--- config.mk ---
export PLATFORM = sky130hd
export DESIGN_NAME = clocked_serial_channel
export DESIGN_NICKNAME = d
export VERILOG_FILES = /design/src/inc/csib_pkg.sv /design/src/hdl/pin_sync.sv /design/src/hdl/half_tick_div.sv /design/src/hdl/clocked_serial_channel.sv
export SDC_FILE = /design/constraint.sdc
export NUM_CORES = 1
export LEC_CHECK = 0
export ABC_AREA = 1
export BUFFER_PORTS_ARGS = -buffer_cell sky130_fd_sc_hd__clkbuf_2
export CAP_MARGIN = 25
export CORE_MARGIN = 2
export CORE_UTILIZATION = 47
export CTS_CLUSTER_DIAMETER = 80
export DETAILED_ROUTE_END_ITERATION = 16
export PLACE_DENSITY = 0.76
export SYNTH_ARGS = -nofsm -noshare
export SYNTH_HDL_FRONTEND = slang
export SYNTH_HIERARCHICAL = 1
export SYNTH_SLANG_ARGS = --single-unit
--- constraint.sdc ---
create_clock -name aclk -period 2.8 [get_ports aclk]
set_input_delay 0.14 -clock aclk [delete_from_list [all_inputs] [get_ports aclk]]
set_output_delay 0.14 -clock aclk [all_outputs]
set_load 0.005 [all_outputs]
--- src/inc/csib_pkg.sv ---
// Constants, types and helper functions of the clocked serial channel
// Operation
// - Four-bit length code: 0-7 give 8 to 15 bits, top bit set gives 16.
// - Short words sit in the low bits of transmit and receive registers.
// - Unused upper bits of a received short word read as zero.
// - Communicating flag sets on transmit write or receive dummy read.
// - Communicating flag clears at the last serial clock edge of the word.
// - Communicating flag is read-only; other status bits are read/write.
// - Overrun sets when a reception completes before the last word was read.
// - Writing 0 clears overrun; writing 1 leaves it unchanged.
// - Status reads 00H after reset and whenever channel power is off.
// - Two requests: reception complete (higher) and transmission enable.
// - Reception complete fires on receive register load, and on overrun in single mode or with receive enabled.
// - In single mode reception complete fires after every transfer.
// - Transmission enable fires only in continuous transmit modes.
// - Master transmit: transmit write sets the flag and starts shifting.
// - Master drives the serial clock and shifts data out with it.
// - After the word: clock and data stop, flag clears; interrupt fires in single mode or with receive enabled.
// - Master receive: dummy read starts reception sampling data in.
// - Receive read with start trigger enabled starts the next reception.
// - Clock code: 0-5 divide by 2 to 64, 6 baud generator, 7 slave.
// - Data out low without transmit enable; no receive update without receive enable.
package csib_pkg;
   // ***************************************************************
   // Register indices, byte address is four times the index
   // ***************************************************************
   localparam logic [29:0] IDX_MAIN = 30'h0ffffd00;
   localparam logic [29:0] IDX_CLKMODE = 30'h0ffffd01;
   localparam logic [29:0] IDX_LENGTH = 30'h0ffffd02;
   localparam logic [29:0] IDX_STATUS = 30'h0ffffd03;
   localparam logic [29:0] IDX_TX = 30'h0ffffd04;
   localparam logic [29:0] IDX_RX = 30'h0ffffd06;
   // ***************************************************************
   // Field positions, masks and reset values
   // ***************************************************************
   localparam int MC_PWR = 7;
   localparam int MC_TXE = 6;
   localparam int MC_RXE = 5;
   localparam int MC_DIR = 4;
   localparam int MC_TMS = 1;
   localparam int MC_SCE = 0;
   localparam int CM_CKP = 4;
   localparam int CM_DAP = 3;
   localparam int ST_TSF = 7;
   localparam int ST_OVE = 0;
   localparam logic [7:0] MC_MASK = 8'hf3;
   localparam logic [7:0] MC_LIVE = 8'h81;
   localparam logic [7:0] CM_MASK = 8'h1f;
   localparam logic [7:0] LEN_MASK = 8'h0f;
   localparam logic [7:0] REG_RESET = 8'h00;
   localparam logic [2:0] CKS_BAUD = 3'h6;
   localparam logic [2:0] CKS_EXT = 3'h7;
   localparam logic [1:0] RESP_OKAY = 2'h0;
   localparam logic [1:0] RESP_SLVERR = 2'h2;
   typedef enum logic {ST_IDLE = 1'b0, ST_RUN = 1'b1} xfer_state_t;
   // ***************************************************************
   // Word length helpers
   // ***************************************************************
   function automatic logic [4:0] len_bits(input logic [3:0] code);
      return code[3] ? 5'h10 : {2'b01, code[2:0]};
   endfunction
   function automatic logic [15:0] len_mask(input logic [3:0] code);
      logic [16:0] m;
      m = (17'h1 << len_bits(code)) - 17'h1;
      return m[15:0];
   endfunction
   function automatic logic [15:0] top_bit(input logic [3:0] code);
      return 16'h1 << (len_bits(code) - 5'h1);
   endfunction
   function automatic logic msb_of(input logic [15:0] sh, input logic [3:0] code, input logic dir);
      return dir ? sh[0] : |(sh & top_bit(code));
   endfunction
   function automatic logic [15:0] shift_in(input logic [15:0] sh, input logic b, input logic [3:0] code,
                                            input logic dir);
      logic [15:0] t;
      t = {sh[14:0], b};
      if (dir) begin
         t = (sh >> 1) & ~top_bit(code);
         if (b) begin
            t = t | top_bit(code);
         end
      end
      return t;
   endfunction
endpackage

--- src/hdl/pin_sync.sv ---
// Two-stage synchroniser for the serial clock and data input pins
`timescale 1ns/1ps
module pin_sync (
   input wire logic aclk,
   input wire logic aresetn,
   input wire logic ce,
   input wire logic [1:0] pins,
   output logic [1:0] synced
);
   logic [1:0] stage1;
   always_ff @(posedge aclk) begin
      if (!aresetn) begin
         stage1 <= 2'h0;
         synced <= 2'h0;
      end else if (ce) begin
         stage1 <= pins;
         synced <= stage1;
      end
   end
endmodule

--- src/hdl/half_tick_div.sv ---
// Half-period tick generator for the master serial clock
`timescale 1ns/1ps
module half_tick_div (
   input wire logic aclk,
   input wire logic aresetn,
   input wire logic ce,
   input wire logic run,
   input wire logic [2:0] clock_source,
   input wire logic baud_tick,
   output logic half_tick
);
   import csib_pkg::*;
   logic [4:0] count;
   logic [4:0] limit;
   // Divide by 2 to 64: half period of 1 to 32 clocks
   assign limit = 5'((6'h1 << clock_source) - 6'h1);
   assign half_tick = run & ((clock_source == CKS_BAUD) ? baud_tick : (count == limit));
   always_ff @(posedge aclk) begin
      if (!aresetn) begin
         count <= 5'h0;
      end else if (ce) begin
         if (!run || count == limit) begin
            count <= 5'h0;
         end else begin
            count <= count + 5'h1;
         end
      end
   end
endmodule

--- src/hdl/clocked_serial_channel.sv ---
// Clocked serial channel with AXI4-Lite registers, single transfer engine
`timescale 1ns/1ps
module clocked_serial_channel (
   input wire logic aclk,
   input wire logic aresetn,
   input wire logic ce,
   input wire logic [31:0] awaddr,
   input wire logic awvalid,
   output logic awready,
   input wire logic [31:0] wdata,
   input wire logic [3:0] wstrb,
   input wire logic wvalid,
   output logic wready,
   output logic [1:0] bresp,
   output logic bvalid,
   input wire logic bready,
   input wire logic [31:0] araddr,
   input wire logic arvalid,
   output logic arready,
   output logic [31:0] rdata,
   output logic [1:0] rresp,
   output logic rvalid,
   input wire logic rready,
   input wire logic baud_generator_output,
   input wire logic serial_clock_in,
   output logic serial_clock_out,
   output logic serial_clock_oe_n,
   output logic serial_data_out_pin,
   input wire logic serial_data_in_pin,
   output logic reception_complete_irq,
   output logic transmission_enable_irq
);
   import csib_pkg::*;

   // ***************************************************************
   // Registers and decoded fields
   // ***************************************************************
   logic [7:0] main_control_reg;
   logic [7:0] clock_mode_reg;
   logic [7:0] word_length_control;
   logic [15:0] transmit_register;
   logic [15:0] receive_register;
   logic [15:0] next_tx;
   logic overrun_flag;
   logic rx_unread;
   xfer_state_t xfer_state;
   logic [15:0] shifter;
   logic [4:0] bits_done;
   logic sck_level;
   logic sck_prev;
   logic out_bit;
   logic held_rx;
   logic pwr, txe, rxe, dir, tms, sce, dap, slave, sck_idle, tsf;
   logic [3:0] code;
   logic [1:0] synced;
   logic sck_s, din_s;

   assign pwr = main_control_reg[MC_PWR];
   assign txe = main_control_reg[MC_TXE];
   assign rxe = main_control_reg[MC_RXE];
   assign dir = main_control_reg[MC_DIR];
   assign tms = main_control_reg[MC_TMS];
   assign sce = main_control_reg[MC_SCE];
   assign dap = clock_mode_reg[CM_DAP];
   assign sck_idle = ~clock_mode_reg[CM_CKP];
   assign slave = (clock_mode_reg[2:0] == CKS_EXT);
   assign code = word_length_control[3:0];
   assign tsf = (xfer_state == ST_RUN);
   assign sck_s = synced[1];
   assign din_s = synced[0];

   // ***************************************************************
   // AXI4-Lite slave
   // ***************************************************************
   logic aw_held, w_held, wr_fire, rd_fire;
   logic [29:0] aw_idx;
   logic [31:0] w_data;
   logic [3:0] w_strb;
   logic wr_main, wr_clk, wr_len, wr_status, wr_tx, rd_rx;
   logic [31:0] read_mux;

   function automatic logic is_mapped(input logic [29:0] idx);
      return idx == IDX_MAIN || idx == IDX_CLKMODE || idx == IDX_LENGTH || idx == IDX_STATUS
             || idx == IDX_TX || idx == IDX_RX;
   endfunction

   assign awready = ce & ~aw_held & ~bvalid;
   assign wready = ce & ~w_held & ~bvalid;
   assign arready = ce & ~rvalid;
   assign wr_fire = ce & aw_held & w_held & ~bvalid;
   assign rd_fire = arvalid & arready;
   assign wr_main = wr_fire & (aw_idx == IDX_MAIN) & w_strb[0];
   assign wr_clk = wr_fire & (aw_idx == IDX_CLKMODE) & w_strb[0];
   assign wr_len = wr_fire & (aw_idx == IDX_LENGTH) & w_strb[0];
   assign wr_status = wr_fire & (aw_idx == IDX_STATUS) & w_strb[0];
   assign wr_tx = wr_fire & (aw_idx == IDX_TX) & (|w_strb[1:0]);
   assign rd_rx = rd_fire & (araddr[31:2] == IDX_RX);

   always_ff @(posedge aclk) begin
      if (!aresetn) begin
         aw_held <= 1'b0;
         w_held <= 1'b0;
         aw_idx <= 30'h0;
         w_data <= 32'h0;
         w_strb <= 4'h0;
         bvalid <= 1'b0;
         bresp <= RESP_OKAY;
      end else if (ce) begin
         if (awvalid && awready) begin
            aw_held <= 1'b1;
            aw_idx <= awaddr[31:2];
         end
         if (wvalid && wready) begin
            w_held <= 1'b1;
            w_data <= wdata;
            w_strb <= wstrb;
         end
         if (wr_fire) begin
            aw_held <= 1'b0;
            w_held <= 1'b0;
            bvalid <= 1'b1;
            bresp <= is_mapped(aw_idx) ? RESP_OKAY : RESP_SLVERR;
         end else if (bvalid && bready) begin
            bvalid <= 1'b0;
         end
      end
   end

   always_comb begin
      case (araddr[31:2])
         IDX_MAIN: read_mux = {24'h0, main_control_reg};
         IDX_CLKMODE: read_mux = {24'h0, clock_mode_reg};
         IDX_LENGTH: read_mux = {24'h0, word_length_control};
         IDX_STATUS: read_mux = {24'h0, tsf, 6'h0, overrun_flag};
         IDX_TX: read_mux = {16'h0, transmit_register};
         IDX_RX: read_mux = {16'h0, receive_register};
         default: read_mux = 32'h0;
      endcase
   end

   always_ff @(posedge aclk) begin
      if (!aresetn) begin
         rvalid <= 1'b0;
         rdata <= 32'h0;
         rresp <= RESP_OKAY;
      end else if (ce) begin
         if (rd_fire) begin
            rvalid <= 1'b1;
            rdata <= read_mux;
            rresp <= is_mapped(araddr[31:2]) ? RESP_OKAY : RESP_SLVERR;
         end else if (rvalid && rready) begin
            rvalid <= 1'b0;
         end
      end
   end

   // ***************************************************************
   // Control registers
   // ***************************************************************
   always_ff @(posedge aclk) begin
      if (!aresetn) begin
         main_control_reg <= REG_RESET;
      end else if (ce && wr_main) begin
         // Modes change only from power off or while switching power off
         if (!pwr || !w_data[MC_PWR]) begin
            main_control_reg <= w_data[7:0] & MC_MASK;
         end else begin
            main_control_reg <= (main_control_reg & ~MC_LIVE) | (w_data[7:0] & MC_LIVE);
         end
      end
   end

   always_ff @(posedge aclk) begin
      if (!aresetn) begin
         clock_mode_reg <= REG_RESET;
      end else if (ce && wr_clk && !pwr) begin
         clock_mode_reg <= w_data[7:0] & CM_MASK;
      end
   end

   always_ff @(posedge aclk) begin
      if (!aresetn) begin
         word_length_control <= REG_RESET;
      end else if (ce && wr_len && (!pwr || (!txe && !rxe))) begin
         word_length_control <= w_data[7:0] & LEN_MASK;
      end
   end

   always_comb begin
      next_tx = transmit_register;
      if (wr_tx && w_strb[0]) begin
         next_tx[7:0] = w_data[7:0];
      end
      if (wr_tx && w_strb[1]) begin
         next_tx[15:8] = w_data[15:8];
      end
   end

   always_ff @(posedge aclk) begin
      if (!aresetn) begin
         transmit_register <= 16'h0;
      end else if (ce) begin
         transmit_register <= next_tx;
      end
   end

   // ***************************************************************
   // Start triggers and serial clock events
   // ***************************************************************
   logic tx_start, rx_start, start, half_tick, ev, lead, fin;
   logic [15:0] shifted;

   // Writes or reads during a transfer never start another one
   assign tx_start = wr_tx & pwr & txe & ~tsf;
   assign rx_start = rd_rx & pwr & rxe & ~txe & sce & ~tsf;
   assign start = ce & (tx_start | rx_start);

   pin_sync u_sync (
      .aclk(aclk),
      .aresetn(aresetn),
      .ce(ce),
      .pins({serial_clock_in, serial_data_in_pin}),
      .synced(synced)
   );

   half_tick_div u_div (
      .aclk(aclk),
      .aresetn(aresetn),
      .ce(ce),
      .run(tsf & ~slave),
      .clock_source(clock_mode_reg[2:0]),
      .baud_tick(baud_generator_output),
      .half_tick(half_tick)
   );

   always_ff @(posedge aclk) begin
      if (!aresetn) begin
         sck_prev <= 1'b0;
      end else if (ce) begin
         sck_prev <= sck_s;
      end
   end

   assign ev = slave ? (sck_s ^ sck_prev) : half_tick;
   assign lead = slave ? (sck_s != sck_idle) : (sck_level == sck_idle);
   assign shifted = shift_in(shifter, dap ? held_rx : din_s, code, dir);
   assign fin = ce & pwr & tsf & ev & ~lead & ((bits_done + 5'h1) == len_bits(code));

   // ***************************************************************
   // Transfer engine
   // ***************************************************************
   always_ff @(posedge aclk) begin
      if (!aresetn) begin
         xfer_state <= ST_IDLE;
         shifter <= 16'h0;
         bits_done <= 5'h0;
         sck_level <= 1'b1;
         out_bit <= 1'b0;
         held_rx <= 1'b0;
      end else if (ce) begin
         if (!pwr) begin
            xfer_state <= ST_IDLE;
            bits_done <= 5'h0;
            sck_level <= sck_idle;
            out_bit <= 1'b0;
         end else begin
            case (xfer_state)
               ST_IDLE: begin
                  sck_level <= sck_idle;
                  bits_done <= 5'h0;
                  if (start) begin
                     xfer_state <= ST_RUN;
                     shifter <= next_tx;
                     out_bit <= dap & txe & msb_of(next_tx, code, dir);
                  end else begin
                     out_bit <= 1'b0;
                  end
               end
               ST_RUN: begin
                  if (ev) begin
                     if (!slave) begin
                        sck_level <= ~sck_level;
                     end
                     if (lead) begin
                        held_rx <= din_s;
                        if (!dap) begin
                           out_bit <= txe & msb_of(shifter, code, dir);
                        end
                     end else begin
                        shifter <= shifted;
                        bits_done <= bits_done + 5'h1;
                        if (fin) begin
                           // Data holds through the last sampling edge, idle drops it
                           xfer_state <= ST_IDLE;
                        end else if (dap) begin
                           out_bit <= txe & msb_of(shifted, code, dir);
                        end
                     end
                  end
               end
               default: xfer_state <= ST_IDLE;
            endcase
         end
      end
   end

   assign serial_clock_out = sck_level;
   assign serial_clock_oe_n = ~(pwr & ~slave);
   assign serial_data_out_pin = out_bit;

   // ***************************************************************
   // Receive register, overrun and interrupt requests
   // ***************************************************************
   always_ff @(posedge aclk) begin
      if (!aresetn) begin
         receive_register <= 16'h0;
      end else if (fin && rxe) begin
         receive_register <= shifted & len_mask(code);
      end
   end

   always_ff @(posedge aclk) begin
      if (!aresetn) begin
         rx_unread <= 1'b0;
      end else if (ce) begin
         if (!pwr) begin
            rx_unread <= 1'b0;
         end else if (fin) begin
            rx_unread <= 1'b1;
         end else if (rd_rx) begin
            rx_unread <= 1'b0;
         end
      end
   end

   always_ff @(posedge aclk) begin
      if (!aresetn) begin
         overrun_flag <= 1'b0;
      end else if (ce) begin
         if (!pwr) begin
            overrun_flag <= 1'b0;
         end else if (fin && rx_unread && !rd_rx) begin
            overrun_flag <= 1'b1;
         end else if (wr_status && !w_data[ST_OVE]) begin
            overrun_flag <= 1'b0;
         end
      end
   end

   // Reception complete has the higher priority in the interrupt controller
   always_ff @(posedge aclk) begin
      if (!aresetn) begin
         reception_complete_irq <= 1'b0;
         transmission_enable_irq <= 1'b0;
      end else if (ce) begin
         reception_complete_irq <= fin & (rxe | ~tms);
         transmission_enable_irq <= start & tms & txe;
      end
   end
endmodule

==> flow_summary.toml <==
[final_layout]
fillers = 1551
final_core_util = 0.595
finalNetCount = 1462
largest_register_ffs = 30
multi_input_area_um2 = 4230
layout-drive-gt1-share = 0.160
top_register = "aw_idx"
diodes = 0
area.sequential_um2 = 3130
areaGrowthSynthToFinish_pct = 22.8
final_area_um2 = 9930

[timing]
drv_slew = 0
hold_viol_final = 1
setup_slack_ps = 74.4
relSlewSlack = 0.449
setup_viol = 0
hold_slack_ps = -6.76
fin_crit_sh = 0.973
period_needed_ps = 2730
worst_pin_slew_ps = 826
skew_ps = 6.43
fmax_ghz = 0.367

[worst_setup_path]
critPathMaxStageDelay_ps = 360
end_kind = "register"
critPathMaxFanout = 18
worstPathArrival_ps = 3030
critPathLaunchType = "register"
critical_path.slowest_cell = "dfxtp_4"
crit_type = "reg2reg"
worstPathCellList = "nor2_4 -> nand2_2 -> ha_4 -> xnor2_1 -> nor2_1 -> nand3_2 -> nor2_1 -> a31oi_1 -> nor2_1 -> o21ai_1 -> inv_1 -> nand2_2 -> nor2_4 -> nand3_4 -> nor2_4 -> inv_6 -> a21oi_1 -> a211oi_2"
cp.required_ps = 3100
reg2reg_depth = 18

[clock_network]
cts_buffer_depth = 2
clock-root-buffer = "clkbuf_16"
clock_sinks = 156
cts_buffers = 17
htreeDepth = 4
cts_tree = "built"
clk_pin_slew_ps = 60
clk_latency_ps = 430

[grt]
grtUsageMet1 = 0.331
antenna_found_initial = 0
busiest_layer = "met2"
grt_usage = 0.248
grt_start_max_net_pins = 95
grtUsageMet3 = 0.0565
grtUsageMet2 = 0.401
grt_pass1_wl_mm = 36.0
overflow = 0
grt_pass1_vias = 7470

[logic_synthesis]
yosys_register_bits = 156
ys_seq_area_frac = 0.386
synthFlopType = "dfxtp_1"
postSynthAreaPerCell_um2 = 6.76
synthArstFlopShare = 0
yosys_warnings = 6
netlist_top_cells_count = "nand2_1, nor2_1, dfxtp_1, o21ai_0, inv_1"
ys_top_cells_by_area = "dfxtp_1, nand2_1, o21ai_0"
synth_edf_count = 0
synth_top_area_frac = 0.386
syn_inst = 1197
yosysMostFrequentCell = "nand2_1"
post_synth_instance_area_um2 = 8090
synth_cell_types = 45
synth_top_area_cell = "dfxtp_1"

[route]
drc = 0
antenna_left = 0
vias = 8358
first_iter_violations = 830
firstDrtPassIters = 5
vias_per_cell = 5.29
drt-wirelength-per-cell_um = 14.4
drt_wl_total_mm = 22.8

[floorplanning]
die_y_um = 135
die_area_um2 = 18300
core_um2 = 16700
initial_core_util = 0.484
rows = 47
die_w_um = 135
io_pins = 157

[power]
total_power_w = 0.00503
leakagePower_nw = 4.30
seqPwrFrac = 0.463
ir_drop_v = 0.000509
p_comb_frac = 0.079
power.switching_w = 0.00119
swShare = 0.237
p_int_w = 0.00384
clkPwrFrac = 0.458
p_per_area_nw_per_um2 = 506

[placement]
gp_congestion = 0.933
io_buffers = 116
pre_cts_ws_ps = 110
hpwlAfterDp_mm = 16.2
postPlaceCellArea_um2 = 8820

[status]
status = "finished, violations left"
violations = "hold timing"

[min_path]
hp-class = "in2reg"
worstHoldPathCells = 3

[job]
drv_cap = 0
routing by layer:
layer | vias up | part of all wire
li1 | 4214 | -
met1 | 3757 | 0.44
met2 | 344 | 0.45
met3 | 43 | 0.083
met4 | 0 | 0.022
met5 | - | 0
final cells by class:
class                           instances  share of cell area
Multi-Input combinational cell        862               0.426
Sequential cell                       156               0.315
Timing Repair Buffer                  182               0.123
Inverter                              128              0.0490
Clock buffer                           23              0.0481
Tap cell                              220              0.0277
Clock inverter                          8              0.0110
critical path: cells and delay by family (launching register included):
| family | cells | cell delay (ps) |
|---|---|---|
| compound gates | 4 | 440 |
| xor+xnor | 1 | 110 |
| fa+ha+maj | 1 | 250 |
| flops | 1 | 360 |
| buf+inv | 2 | 240 |
| simple gates | 10 | 1200 |
per-stage QoR:
step | std cells | setup TNS, ps
final | 1579 | 0
after global routing | 1579 | -186
after CTS | 1572 | 0
after detailed placement | 1504 | 0
after global placement | 1504 | 0
after floorplan | 1215 | 0
path summary, 6_finish.rpt:
path                                      startpoint                   end  slack [ps]
worst max-delay path               clock_mode_reg[0]   receive_register[4]          70
worst min register to register  receive_register[12]  receive_register[12]         450
worst max register to register     clock_mode_reg[0]   receive_register[4]          70
worst min-delay path                        wdata[0]             w_data[0]          -7
repair_timing:
action | CTS | global route
hold buffers | 37 | 0
endpoints found under the hold margin | 37 | 0
resized for setup | 0 | 28
buffers inserted | 0 | 6
endpoints found under the setup margin | 0 | 38
cells in the final DEF, fill, tap and decap left out, types with 4 or more instances in the layout:
master / count
a211oi_1: 10
a211oi_2: 8
a21oi_1: 106
a31oi_1: 4
buf_4: 24
clkbuf_16: 18
clkbuf_2: 116
conb_1: 20
dfxtp_1: 154
dlygate4sd3_1: 37
inv_1: 121
inv_2: 4
nand2_1: 248
nand2_2: 6
nand3_1: 47
nand3b_1: 4
nand4_1: 25
nor2_1: 164
nor2_4: 5
nor3_1: 13
nor4_1: 6
o211a_1: 5
o211ai_1: 5
o21ai_0: 129
o21ai_1: 11
xor2_1: 11
power groups by stage:
stage / Sequential (W) / Clock (W) / Combinational, W
final: 0.00233 / 0.00230 / 0.000398
after global routing: 0.00233 / 0.00241 / 0.000451
after CTS: 0.00233 / 0.00232 / 0.000391
after detailed placement: 0.00238 / 0 / 0.000348
after global placement: 0.00237 / 0 / 0.000342
after floorplan: 0.00237 / 0 / 0.000241
cell families (layout without fill, tap and decap cells):
group	Yosys count	in the layout	synth area share
adders and majority gates	4	4	0.00619
buffers and inverters	197	341	0.107
other	2	20	0.000928
and+or+nand+nor	534	534	0.287
DFF	156	156	0.386
AOI/OAI and AO/OA	290	290	0.198
xor gates and xnor gates	13	13	0.0141
muxes	1	1	0.00124
Power figures use the tool's default switching activity.
